### config.mk
export PLATFORM = sky130hd
export DESIGN_NAME = cwt_ctrl
export DESIGN_NICKNAME = d
export VERILOG_FILES = /design/src/core/cwt_pkg.sv /design/src/core/cwt_ctrl.sv
export VERILOG_INCLUDE_DIRS = /design/src /design/src/core
export SDC_FILE = /design/constraint.sdc
export NUM_CORES = 1
export LEC_CHECK = 0
export ABC_AREA = 1
export BUFFER_PORTS_ARGS = -buffer_cell sky130_fd_sc_hd__buf_2
export CAP_MARGIN = 20
export CELL_PAD_IN_SITES_DETAIL_PLACEMENT = 1
export CELL_PAD_IN_SITES_GLOBAL_PLACEMENT = 1
export CORE_AREA = 4 4 117 119
export CTS_BUF_LIST = sky130_fd_sc_hd__clkbuf_8
export DETAILED_ROUTE_END_ITERATION = 6
export DIE_AREA = 0 0 121 123
export PLACE_DENSITY = 0.93
export SYNTH_ARGS = -nofsm -noshare
export SYNTH_HDL_FRONTEND = slang
export SYNTH_SLANG_ARGS = --single-unit
### constraint.sdc
create_clock -name ref_clk_in -period 5.9 [get_ports ref_clk_in]
set_input_delay 0.885 -clock ref_clk_in [delete_from_list [all_inputs] [get_ports ref_clk_in]]
set_output_delay 0.885 -clock ref_clk_in [all_outputs]
set_load 0.005 [all_outputs]
### src/core/cwt_defines.svh
`ifndef CWT_DEFINES_SVH
`define CWT_DEFINES_SVH
// Clock rate in kHz
`define CWT_CLK_KHZ 10000
// Filter and timeout limits
`define CWT_PULSE_MIN_NS 500
`define CWT_PULSE_MAX_US 500
`define CWT_GAP_MAX_US 500
`define CWT_CANN_MAX_US 10
`define CWT_INT_PULSE_US 10
// Least time rounds up; longest rounds down
`define CWT_PULSE_MIN_CYC ((`CWT_PULSE_MIN_NS * `CWT_CLK_KHZ + 999999) / 1000000)
`define CWT_PULSE_MAX_CYC ((`CWT_PULSE_MAX_US * `CWT_CLK_KHZ) / 1000)
`define CWT_GAP_MAX_CYC ((`CWT_GAP_MAX_US * `CWT_CLK_KHZ) / 1000)
`define CWT_CANN_CYC ((`CWT_CANN_MAX_US * `CWT_CLK_KHZ) / 1000)
`define CWT_INT_CYC ((`CWT_INT_PULSE_US * `CWT_CLK_KHZ) / 1000)
`define CWT_WAKE_PULSES 3
// Pin idle levels {tx, dom, wake, sclk, cs_n, mosi}; avoids false edges after reset
`define CWT_PIN_IDLE 6'h22
// Cycles lost to pin sync and command register before the mode timer starts
`define CWT_SYNC_LAT 3
// SPI command layout: 8 bits, bit 0 normal mode, bit 1 wake disable
`define CWT_SPI_BITS 8
`define CWT_CMD_NORMAL_BIT 0
`define CWT_CMD_WDIS_BIT 1
`define CWT_CMD_RESET 8'h00
`endif

### src/core/cwt_pkg.sv
package cwt_pkg;
  typedef enum logic [2:0] {
    CWT_IDLE = 3'b001,
    CWT_HIGH = 3'b010,
    CWT_LOW = 3'b100
  } cwt_pulse_t;
endpackage : cwt_pkg

### src/core/cwt_ctrl.sv
// Overview of operation
// - Accept bus pulses between 0.5 and 500 us
// - Discarded pulse clears counter, no wake
// - Count accepted pulses, wake at three
// - Gap over 500 us clears counter
// - Wake flag holds until CAN normal mode
// - Control bit disables bus wake detection
// - TX low drives bus dominant
// - RX low while bus dominant
// - Normal mode entered within 10 us
// - Sample serial input on clock falling edge
// - Update serial output after rising edge
// - Stop-mode wake gives 10 us low interrupt
`timescale 1ns/10ps
`default_nettype none
`include "cwt_defines.svh"
module cwt_ctrl #(
  parameter int GAP_CYC = `CWT_GAP_MAX_CYC,
  parameter int PMAX_CYC = `CWT_PULSE_MAX_CYC
) (
  // Clock and reset
  input wire logic ref_clk_in,
  input wire logic reset_in,
  // Protocol handler pins
  input wire logic tx_data_in,
  output logic rx_data_out,
  // Bus side
  input wire logic bus_dominant_in,
  input wire logic wake_rx_in,
  output logic bus_drive_dom_out,
  // Mode
  input wire logic stop_mode_in,
  output logic can_normal_out,
  output logic wake_flag_out,
  output logic int_n_out,
  // SPI
  input wire logic spi_sclk_in,
  input wire logic spi_cs_n_in,
  input wire logic spi_mosi_in,
  output logic spi_miso_out,
  // Received command stream
  output logic cmd_valid_out,
  output logic [`CWT_SPI_BITS-1:0] cmd_data_out,
  input wire logic cmd_ready_in
);
  localparam int W = `CWT_SPI_BITS;
  localparam int CW = 16;
  localparam logic [CW-1:0] PMIN = CW'(`CWT_PULSE_MIN_CYC);
  localparam logic [CW-1:0] PMAX = CW'(PMAX_CYC);
  localparam logic [CW-1:0] GAPM = CW'(GAP_CYC);
  // Sync latency is taken off so the whole path stays within the limit
  localparam logic [CW-1:0] CANN = CW'(`CWT_CANN_CYC - `CWT_SYNC_LAT);
  localparam logic [CW-1:0] INTC = CW'(`CWT_INT_CYC);
  localparam logic [1:0] NPUL = 2'(`CWT_WAKE_PULSES);

  // Two-stage synchronisers for all pins except reset_in, stop_mode_in and cmd_ready_in, which are used directly
  logic [5:0] s1_ff, s2_ff, nxt_s1, nxt_s2;
  always_comb begin
    nxt_s1 = {tx_data_in, bus_dominant_in, wake_rx_in, spi_sclk_in, spi_cs_n_in, spi_mosi_in};
    nxt_s2 = s1_ff;
  end
  always_ff @(posedge ref_clk_in) begin
    s1_ff <= reset_in ? `CWT_PIN_IDLE : nxt_s1;
    s2_ff <= reset_in ? `CWT_PIN_IDLE : nxt_s2;
  end
  logic tx_s, dom_s, wu_s, sck_s, cs_s, mosi_s;
  assign {tx_s, dom_s, wu_s, sck_s, cs_s, mosi_s} = s2_ff;

  // Transceiver data path
  logic drv_ff, rx_ff, nxt_drv, nxt_rx;
  always_comb begin
    nxt_drv = ~tx_s;
    nxt_rx = ~dom_s;
  end
  always_ff @(posedge ref_clk_in) begin
    drv_ff <= reset_in ? 1'b0 : nxt_drv;
    rx_ff <= reset_in ? 1'b1 : nxt_rx;
  end

  // SPI shift engine; edges seen in the same cycle the synced clock changes
  logic sck_d_ff, nxt_sck_d;
  logic [W-1:0] sh_ff, nxt_sh, tx_sh_ff, nxt_tx_sh;
  logic [3:0] bc_ff, nxt_bc;
  logic miso_ff, nxt_miso, word_ok, last_fall;
  logic [W-1:0] ctl_ff, nxt_ctl;
  logic fall, rise;
  assign fall = sck_d_ff & ~sck_s;
  assign rise = ~sck_d_ff & sck_s;
  assign last_fall = fall & ~cs_s & (bc_ff == 4'(W - 1));
  always_comb begin
    nxt_sck_d = sck_s;
    nxt_sh = sh_ff;
    nxt_bc = bc_ff;
    nxt_tx_sh = tx_sh_ff;
    nxt_miso = miso_ff;
    word_ok = 1'b0;
    if (cs_s) begin
      nxt_bc = 4'h0;
      nxt_tx_sh = {ctl_ff[W-1:2], wake_flag_out, can_normal_out};
      nxt_miso = 1'b0;
    end else begin
      if (fall) begin
        nxt_sh = {sh_ff[W-2:0], mosi_s};
        nxt_bc = last_fall ? 4'h0 : bc_ff + 4'h1;
        word_ok = last_fall;
      end
      if (rise) begin
        nxt_miso = tx_sh_ff[W-1];
        nxt_tx_sh = {tx_sh_ff[W-2:0], 1'b0};
      end
    end
  end
  always_ff @(posedge ref_clk_in) begin
    sck_d_ff <= reset_in ? 1'b0 : nxt_sck_d;
    sh_ff <= reset_in ? 8'h00 : nxt_sh;
    bc_ff <= reset_in ? 4'h0 : nxt_bc;
    tx_sh_ff <= reset_in ? 8'h00 : nxt_tx_sh;
    miso_ff <= reset_in ? 1'b0 : nxt_miso;
  end
  logic [W-1:0] word;
  assign word = {sh_ff[W-2:0], mosi_s};

  // Two-entry buffer; a stalled reader keeps two words, overflow drops newest
  logic [W-1:0] buf_ff [2];
  logic [W-1:0] nxt_buf [2];
  logic [1:0] cnt_ff, nxt_cnt;
  logic pop, push;
  assign pop = cmd_valid_out & cmd_ready_in;
  assign push = word_ok & ((cnt_ff != 2'd2) | pop);
  always_comb begin
    nxt_buf = buf_ff;
    nxt_cnt = cnt_ff;
    if (pop) begin
      nxt_buf[0] = buf_ff[1];
      nxt_cnt = nxt_cnt - 2'd1;
    end
    if (push) begin
      nxt_buf[nxt_cnt[0]] = word;
      nxt_cnt = nxt_cnt + 2'd1;
    end
  end
  always_ff @(posedge ref_clk_in) begin
    buf_ff[0] <= reset_in ? 8'h00 : nxt_buf[0];
    buf_ff[1] <= reset_in ? 8'h00 : nxt_buf[1];
    cnt_ff <= reset_in ? 2'd0 : nxt_cnt;
  end
  logic ovalid_ff;
  logic [W-1:0] odata_ff;
  always_ff @(posedge ref_clk_in) begin
    ovalid_ff <= reset_in ? 1'b0 : (nxt_cnt != 2'd0);
    odata_ff <= reset_in ? 8'h00 : nxt_buf[0];
  end

  // Control register and delayed normal mode entry
  logic [CW-1:0] md_ff, nxt_md;
  logic norm_ff, nxt_norm, wdis;
  assign wdis = ctl_ff[`CWT_CMD_WDIS_BIT];
  always_comb begin
    nxt_ctl = word_ok ? word : ctl_ff;
    nxt_md = md_ff;
    nxt_norm = norm_ff;
    if (!ctl_ff[`CWT_CMD_NORMAL_BIT]) begin
      nxt_norm = 1'b0;
      nxt_md = 16'h0000;
    end else if (!norm_ff) begin
      nxt_md = md_ff + 16'h0001;
      if (md_ff + 16'h0001 >= CANN) nxt_norm = 1'b1;
    end
  end
  always_ff @(posedge ref_clk_in) begin
    ctl_ff <= reset_in ? `CWT_CMD_RESET : nxt_ctl;
    md_ff <= reset_in ? 16'h0000 : nxt_md;
    norm_ff <= reset_in ? 1'b0 : nxt_norm;
  end

  // Wake pulse filter, counter and gap timer
  cwt_pkg::cwt_pulse_t st_ff, nxt_st;
  logic [CW-1:0] pw_ff, nxt_pw, gap_ff, nxt_gap;
  logic [1:0] pc_ff, nxt_pc;
  logic wf_ff, nxt_wf, wake_ev;
  always_comb begin
    nxt_st = st_ff;
    nxt_pw = pw_ff;
    nxt_pc = pc_ff;
    nxt_gap = gap_ff;
    wake_ev = 1'b0;
    if (pc_ff != 2'd0) begin
      nxt_gap = gap_ff + 16'h0001;
      if (gap_ff >= GAPM) begin
        nxt_pc = 2'd0;
        nxt_gap = 16'h0000;
      end
    end else begin
      nxt_gap = 16'h0000;
    end
    case (st_ff)
      // First high cycle already counts toward the width
      cwt_pkg::CWT_IDLE: begin
        nxt_pw = 16'h0001;
        nxt_st = wu_s ? cwt_pkg::CWT_LOW : cwt_pkg::CWT_HIGH;
      end
      cwt_pkg::CWT_HIGH: begin
        nxt_pw = 16'h0001;
        if (wu_s) nxt_st = cwt_pkg::CWT_LOW;
      end
      cwt_pkg::CWT_LOW: begin
        if (pw_ff != 16'hffff) nxt_pw = pw_ff + 16'h0001;
        if (!wu_s) begin
          nxt_st = cwt_pkg::CWT_HIGH;
          if (pw_ff > PMIN && pw_ff < PMAX) begin
            nxt_gap = 16'h0000;
            if (pc_ff + 2'd1 >= NPUL) begin
              wake_ev = 1'b1;
              nxt_pc = 2'd0;
            end else begin
              nxt_pc = pc_ff + 2'd1;
            end
          end else begin
            nxt_pc = 2'd0;
          end
        end
      end
      default: nxt_st = cwt_pkg::CWT_IDLE;
    endcase
    if (wdis) begin
      nxt_pc = 2'd0;
      wake_ev = 1'b0;
    end
    // Set wins over the clear
    nxt_wf = wake_ev | (wf_ff & ~norm_ff);
  end
  always_ff @(posedge ref_clk_in) begin
    st_ff <= reset_in ? cwt_pkg::CWT_IDLE : nxt_st;
    pw_ff <= reset_in ? 16'h0000 : nxt_pw;
    pc_ff <= reset_in ? 2'd0 : nxt_pc;
    gap_ff <= reset_in ? 16'h0000 : nxt_gap;
    wf_ff <= reset_in ? 1'b0 : nxt_wf;
  end

  // Stop-mode wake interrupt pulse
  logic [CW-1:0] ic_ff, nxt_ic;
  logic intn_ff, nxt_intn;
  always_comb begin
    nxt_ic = ic_ff;
    if (wake_ev && stop_mode_in) nxt_ic = INTC;
    else if (ic_ff != 16'h0000) nxt_ic = ic_ff - 16'h0001;
    nxt_intn = (nxt_ic == 16'h0000);
  end
  always_ff @(posedge ref_clk_in) begin
    ic_ff <= reset_in ? 16'h0000 : nxt_ic;
    intn_ff <= reset_in ? 1'b1 : nxt_intn;
  end

  assign rx_data_out = rx_ff;
  assign bus_drive_dom_out = drv_ff;
  assign can_normal_out = norm_ff;
  assign wake_flag_out = wf_ff;
  assign int_n_out = intn_ff;
  assign spi_miso_out = miso_ff;
  assign cmd_valid_out = ovalid_ff;
  assign cmd_data_out = odata_ff;
endmodule : cwt_ctrl
`default_nettype wire

==> results.json, run 1 <==
{
  "vias": 5800,
  "start_util": 0.505,
  "n_antenna_cell": 0,
  "drv_slew": 0,
  "antenna_left": 0,
  "wirelength_um": 16900,
  "drt_iter0_markers": 318,
  "stdcell_count": 1088,
  "dpl.hpwl_um": 12000,
  "required_ps": 6230,
  "wl_met1_um": 7550,
  "ys_seq_area_frac": 0.423,
  "crit_path_start": "cmd_ready_in",
  "area_delta_synth_final_pct": 8.95,
  "syn_area_per_cell_um2": 7.17,
  "r2r_start": "bc_ff[0]",
  "drc_errors": 0,
  "synth-seq-cells": 134,
  "port_buffers": 24,
  "cts_tree": "yes",
  "grt_pass1_vias": 6120,
  "clkPwrFrac": 0.308,
  "pwr-share-seq": 0.423,
  "top_layer": "met4",
  "cts_made_buffers": 17,
  "ys_warn_count": 0,
  "core_um2": 12600,
  "synth_cell_types": 43,
  "crit_type": "in2reg",
  "path_clk_slew_ps": 80,
  "power.switching_mw": 0.880,
  "dr.pass1.iters": 5,
  "p_leak_nw": 3.03,
  "dieArea_um2": 14900,
  "syn_inst": 885,
  "synth_top_area_share": 0.423,
  "antenna_found_initial": 0,
  "endpoint_kind": "register",
  "synthTopCellsByArea": "dfxtp_1 42%, nand2_1 11%, nor2_1 8.2%, inv_1 7.0%, a21oi_1 4.4%",
  "syn_area_um2": 6350,
  "avgRoutedWirePerCell_um": 15.5,
  "p_per_area_nw_per_um2": 350,
  "routabilityCongestion": 0.837,
  "post_cts_resized": 0,
  "setup_viol": 0,
  "placementRows": 41,
  "synthArstFlopShare": 0,
  "dpl.cell_count": 1055,
  "clk_path_buf_depth": 2,
  "fmax_mhz": 432,
  "swShare": 0.364,
  "worstPathMaxFanout": 16,
  "relSlewSlack": 0.494,
  "cts.sinks": 134,
  "die_w_um": 121,
  "p_int_mw": 1.54,
  "cp.arrival_ps": 2640,
  "combPwrFrac": 0.269,
  "status": "completed",
  "synth_ff_type": "dfxtp_1",
  "finClkSkew_ps": 8.33,
  "root_buffer": "clkbuf_8",
  "wl_met2_um": 8490,
  "post_cts_buffers": 0,
  "tightestPinTransition_ps": 758,
  "cts_hold_buf": 0,
  "hp-class": "reg2reg",
  "cts-htree-levels": 4,
  "clk_latency_ps": 460,
  "synth.most_common_cell": "nand2_1",
  "grt_max_degree": 29,
  "grt_overflow": 0,
  "nNetsFinal": 925,
  "worstRegToRegCells": 8,
  "io_pins": 25,
  "maxCapViolCount": 0,
  "synth_top_area_cell": "dfxtp_1",
  "synthTopCellsByCount": "185 x nand2_1, 138 x nor2_1, 134 x dfxtp_1",
  "grt_pass1_wl_um": 28800,
  "final_layout_size_suffix_gt1_frac": 0.0917,
  "fin_crit_sh": 0.392,
  "via_per_inst": 5.33,
  "irDropWorstVdd_mv": 0.192,
  "wl_met3_um": 526,
  "setup_tns_ps": 0,
  "rsz0062_at_grt": "no",
  "hold_viol": 0,
  "r2r_slack_ps": 3590,
  "synth_edf_count": 0,
  "cp-start-kind": "primary input",
  "layout_min_cycle_time_ps": 2310,
  "grt_use_total": 0.242,
  "dieHeight_um": 123
}
[metal layers]
| metal | up-vias | track usage |
|---|---|---|
| met2 | 84 | 0.425 |
| met1 | 2812 | 0.288 |
| met5 | - | 0 |
| met3 | 31 | 0.0517 |
| met4 | 0 | 0.101 |
| li1 | 2873 | - |
[cells in the final DEF, fill, tap and decap left out, drive strengths merged, types with 4 or more instances in the layout]
master  Yosys  routed
dfxtp     134     134
buf        16      26
nand3b      6       6
inv       122     128
o21ai      40      40
nand4      16      16
ha         12      12
clkinv      1       6
o211ai     10      10
a21oi      57      57
nor2      147     147
a31oi       4       4
xor2       16      16
clkbuf     13      17
nor3       18      18
nand2     187     187
a311oi     11      11
or2         6       6
nand3      52      52
a211oi      6       6
[flip-flops by register name, indices dropped and copies added (netlist names), 2 cells and up, named ones only]
signal	count
s2_ff	6
cmd_data_out	8
st_ff	3
bc_ff	4
tx_sh_ff	8
sh_ff	7
pw_ff	16
md_ff	16
nxt_s2	6
ctl_ff	8
cnt_ff	2
gap_ff	16
ic_ff	16
pc_ff	2
[critical path, stage by stage]
cell	delay, ps
buf_2	180
nand2_1	310
xor2_1	380
inv_1	140
ha_1	380
o21ai_0	300
a21oi_1	70
[power groups by stage]
stage               sequential [mW]  combinational, mW  clock (mW)
finish                         1.02              0.650       0.746
global route                   1.03              0.757       0.794
CTS                            1.02              0.655       0.750
detailed placement             1.04              0.636           0
global placement               1.04              0.612           0
floorplan                      1.02              0.505           0
[layout make-up]
cell class	instances	area (µm²)
clock buffers	17	234
clock inverters	15	140
fillers	1644	5650
inverters	123	464
multi-input cells	601	3040
flip-flops and latches	134	2680
well taps	172	215
repair buffers	26	135
[stage by stage]
step / power, mW / instance area [µm²] / setup slack, ps / hold WS, ps / util
floorplan: 1.53 / 6350 / 3570 / 352 / -
global placement: 1.65 / 6530 / 3160 / 380 / 0.520
detailed placement: 1.68 / 6530 / 3070 / 384 / 0.520
CTS: 2.43 / 6910 / 3570 / 408 / 0.550
global route: 2.58 / 6910 / 3390 / 414 / 0.550
finish: 2.42 / 6910 / 3590 / 402 / 0.550
[worst min path at each step]
stage | start | slack (ps) | end | cells after the start
finish | s2_ff[4] | 400 | rx_data_out | 1
global route | s2_ff[4] | 410 | rx_data_out | 1
CTS | s2_ff[4] | 410 | rx_data_out | 1
detailed placement | s2_ff[4] | 380 | rx_data_out | 1
global placement | s2_ff[4] | 380 | rx_data_out | 1
floorplan | s2_ff[4] | 350 | rx_data_out | 1
[kinds of logic after synthesis]
logic type / synth area share
buf+inv: 0.0990
fa+ha+maj: 0.0237
simple gates: 0.300
flops: 0.423
xor+xnor: 0.0262
other cells: 0.000591
compound gates: 0.128
No activity file was read; power rests on OpenSTA's default activity.
==> run 2, diff against run 1 <==
- CORE_AREA: 4 4 117 119 -> 4 4 128 130
- DIE_AREA: 0 0 121 123 -> 0 0 132 134
- PLACE_DENSITY: 0.93 -> 0.83
- clock period: 5.9 -> 2.1 ns (I/O delays scaled with it)
==> run 2 against run 1 <==
Die area increased by 19%. Critical path type is now reg2reg. Non-clock buffer count is 17 higher. Clock-buffer cell count stayed put. First-iteration DRC count fell by 33%. Setup slack worse by 3400 ps.
==> results.json, run 2 (same netlist as run 1, synthesis figures left out) <==
{
  "worstPathMaxFanout": 16,
  "via_per_inst": 5.00,
  "root_buffer": "clkbuf_8",
  "grt_pass1_wl_um": 25900,
  "swShare": 0.341,
  "p_leak_nw": 3.14,
  "grt_pass1_vias": 5572,
  "endpoint_kind": "register",
  "p_int_mw": 4.78,
  "drv_slew": 0,
  "setup_viol": 0,
  "layout_common_cells": "185 x nand2_1, 138 x nor2_1, 134 x dfxtp_1",
  "placementRows": 45,
  "relSlewSlack": 0.666,
  "dieArea_um2": 17700,
  "grt_max_degree": 24,
  "fin_crit_sh": 0.918,
  "tightestPinTransition_ps": 497,
  "final_layout_size_suffix_gt1_frac": 0.116,
  "p_per_area_nw_per_um2": 1010,
  "crit_type": "reg2reg",
  "crit_path_frequent_cell": "ha_1",
  "combPwrFrac": 0.262,
  "regArea_um2": 2680,
  "grt_overflow": 0,
  "holdWs_ps": 54.3,
  "avgRoutedWirePerCell_um": 13.6,
  "cts-htree-levels": 4,
  "path_cells": "ha_1 -> inv_1 -> nor3_2 -> nand2_4 -> a21oi_4 -> ha_1 -> buf_4 -> o21ai_0 -> a21oi_1",
  "vias": 5605,
  "antenna_found_initial": 0,
  "status": "completed",
  "dpl.hpwl_um": 11100,
  "finClkSkew_ps": 17.0,
  "clk_latency_ps": 460,
  "setup_tns_ps": 0,
  "clkPwrFrac": 0.345,
  "rsz0062_at_grt": "no",
  "power.switching_mw": 2.47,
  "io_pins": 25,
  "hp-class": "in2reg",
  "path_clk_slew_ps": 80,
  "cp.arrival_ps": 2300,
  "cp_slowest_stage_delay_ps": 360,
  "start_util": 0.419,
  "irDropWorstVdd_mv": 0.576,
  "nNetsFinal": 942,
  "port_buffers": 24,
  "wirelength_um": 15200,
  "fillers": 1929,
  "layout_min_cycle_time_ps": 1930,
  "core_um2": 15100,
  "hold_viol": 0,
  "crit_path_top_delay_cell": "dfxtp_1",
  "cts_made_buffers": 17,
  "drt_iter0_markers": 213,
  "cts_tree": "yes",
  "area_delta_synth_final_pct": 12.8,
  "dr.pass1.iters": 4,
  "grt_use_total": 0.177,
  "die_w_um": 132,
  "final_common_cell": "nand2_1",
  "required_ps": 2470,
  "drc_errors": 0,
  "clk_path_buf_depth": 2,
  "multi_input_area_um2": 3060,
  "cp-start-kind": "register",
  "dieHeight_um": 134,
  "pwr-share-seq": 0.394,
  "cts.sinks": 134,
  "maxCapViolCount": 0,
  "n_antenna_cell": 0,
  "antenna_left": 0,
  "routabilityCongestion": 0.828,
  "fmax_mhz": 519
}
[run 2: changes by cell type in the layout (fill, tap and decap cells not counted), sizes merged]
cell,previous run,this run
clkinvlp,2,1
clkinv,6,5
buf,26,43
bufinv,2,5
inv,128,126
[run 2: through the flow]
stage	power [mW]	utilization	cells	cell area, µm²	setup WS [ps]
5_1_grt	7.75	0.473	1120	7160	14.7
3_5_place_dp	4.77	0.440	1085	6660	159
6_report	7.25	0.473	1120	7160	173
4_1_cts	7.29	0.470	1116	7110	22.9
3_3_place_gp	4.70	0.440	1085	6660	251
2_1_floorplan	4.29	-	887	6350	210
[run 2: power groups by stage]
stage / Sequential, mW / Clock [mW] / Combinational (mW)
6_report: 2.85 / 2.50 / 1.90
5_1_grt: 2.88 / 2.69 / 2.18
4_1_cts: 2.85 / 2.56 / 1.88
3_5_place_dp: 2.91 / 0 / 1.86
3_3_place_gp: 2.91 / 0 / 1.79
2_1_floorplan: 2.87 / 0 / 1.42
[run 2: cell type report]
cell class | instances | area share
well taps | 188 | 0.0328
inverters | 123 | 0.0648
clock buffers | 17 | 0.0327
clock inverters | 14 | 0.0311
repair buffers | 43 | 0.0367
flip-flops and latches | 134 | 0.375
multi-input cells | 601 | 0.427
[run 2: path summary, 6_finish.rpt]
kind	to	start	slack, ps	cells past startpoint
max	register	bc_ff[0]	170	9
min	nxt_s2[5]	tx_data_in	50	2
max reg2reg	register	bc_ff[0]	170	9
min reg2reg	rx_data_out	s2_ff[4]	380	1
[run 2: what timing repair did]
item	in CTS	in global routing
gates resized for setup	0	4
setup endpoints to repair	0	18
hold buffers	0	0
buffers inserted	0	4
[run 2: layer usage]
metal  track usage  vias up  wire length (µm)
met3        0.0379       24               410
met4        0.0677        0               289
li1              -     2906                 -
met1         0.218     2623              7160
met5             0        -                 0
met2         0.302       52              7320
[run 2: critical path, delay by kind of cell, from the launching register on]
kind / cells / cell delay (ps)
adders and majority gates: 2 / 390
DFF: 1 / 360
and+or+nand+nor: 2 / 330
buffers and inverters: 2 / 250
AOI/OAI and AO/OA: 3 / 530
==> run 3, diff against run 2 <==
- CORE_AREA: 4 4 128 130 -> 4 4 117 119
- DIE_AREA: 0 0 132 134 -> 0 0 121 123
- PLACE_DENSITY: 0.83 -> 0.93
- clock period: 2.1 -> 2.5 ns (I/O delays scaled with it)
==> run 3 against run 2 <==
Combinational power shrank 19%. Sequential cell count stayed put. Clock-buffer cell count increased by 3. First-iteration DRC count grew 8.5%. Critical path depth decreased by 1. Highest routed layer unchanged.
==> results.json, run 3 (same netlist as run 1, synthesis figures left out) <==
{
  "start_util": 0.505,
  "path_cells": "ha_1 -> inv_1 -> nor3_1 -> nand2_4 -> a21oi_4 -> ha_2 -> o21ai_0 -> a21oi_1",
  "cts_tree": "yes",
  "tightestPinTransition_ps": 512,
  "finalPower_mw": 5.96,
  "worstPathMaxFanout": 16,
  "cts-htree-levels": 4,
  "wirelength_um": 16700,
  "crit_path_top_delay_cell": "dfxtp_1",
  "setup_ws_ps": 314,
  "cp_slowest_stage_delay_ps": 390,
  "fin_util": 0.558,
  "drc_errors": 0,
  "relSlewSlack": 0.656,
  "setup_viol": 0,
  "io_pins": 25,
  "r2r_slack_ps": 310,
  "hp-class": "in2reg",
  "grt_pass1_wl_um": 28500,
  "n_antenna_cell": 0,
  "antenna_left": 0,
  "dp_slack_ps": 260,
  "p_leak_nw": 3.07,
  "p_per_area_nw_per_um2": 850,
  "path_clk_slew_ps": 90,
  "clk_path_buf_depth": 2,
  "via_per_inst": 5.23,
  "core_um2": 12600,
  "clk_latency_ps": 460,
  "maxCapViolCount": 0,
  "status": "completed",
  "irDropWorstVdd_mv": 0.492,
  "hold_viol": 0,
  "routabilityCongestion": 0.837,
  "nNetsFinal": 929,
  "placementRows": 41,
  "crit_type": "reg2reg",
  "finClkSkew_ps": 15.1,
  "dieArea_um2": 14900,
  "layout_min_cycle_time_ps": 2190,
  "endpoint_kind": "register",
  "rsz0062_at_grt": "no",
  "port_buffers": 24,
  "worst-path-buf-inv": 1,
  "fillers": 1654,
  "avgRoutedWirePerCell_um": 15.3,
  "grt_overflow": 0,
  "final_layout_size_suffix_gt1_frac": 0.101,
  "layout_common_cells": "185 x nand2_1, 138 x nor2_1, 134 x dfxtp_1",
  "root_buffer": "clkbuf_8",
  "dpl.hpwl_um": 11400,
  "cp-start-kind": "register",
  "dieHeight_um": 123,
  "area_delta_synth_final_pct": 10.5,
  "grt_pass1_vias": 6096,
  "cp_top_family": "adder cells",
  "final_common_cell": "nand2_1",
  "dr.pass1.iters": 4,
  "required_ps": 2900,
  "antenna_found_initial": 0,
  "vias": 5711,
  "setup_tns_ps": 0,
  "drv_slew": 0,
  "fin_crit_sh": 0.874,
  "grt_use_total": 0.240,
  "fmax_mhz": 458,
  "cts.sinks": 134,
  "grt_max_degree": 29,
  "die_w_um": 121,
  "cp.arrival_ps": 2590,
  "cts_made_buffers": 17,
  "drt_iter0_markers": 231
}
-- run 3: repair_timing --
action                     CTS  global route
buffers inserted             0             0
gates resized for setup      0             1
hold buffers                 0             0
setup endpoints to repair    0             4
-- run 3: path summary, 6_finish.rpt --
check,startpoint,endpoint,depth (start not counted)
setup reg to reg,bc_ff[0],register,8
hold reg to reg,s2_ff[4],rx_data_out,1
setup / recovery,bc_ff[0],register,8
hold / removal,tx_data_in,nxt_s2[5],2
-- run 3: layout make-up --
class / count / area (µm²) / share of cell area
repair buffers: 30 / 165 / 0.0235
well taps: 172 / 215 / 0.0307
flip-flops and latches: 134 / 2680 / 0.382
multi-input cells: 601 / 3050 / 0.434
inverters: 123 / 464 / 0.0662
clock buffers: 20 / 275 / 0.0392
clock inverters: 12 / 166 / 0.0237
-- run 3: where the power goes --
group	switching, mW	total (mW)	internal (mW)
sequential	0.145	2.41	2.27
combinational	1.05	1.54	0.495
clock	0.921	2.00	1.08
total	2.11	5.96	3.85
-- run 3: routing by layer --
layer	routed length, µm	GRT usage
met4	499	0.104
met1	7320	0.278
met5	0	0
met2	8420	0.422
met3	459	0.0590
-- run 3: per-stage QoR --
step	hold WS, ps	instance area [µm²]	instances
finish	95.1	7010	1092
global route	74.7	7010	1092
CTS	70.8	7010	1092
detailed placement	370	6570	1060
global placement	354	6570	1060
floorplan	352	6350	887
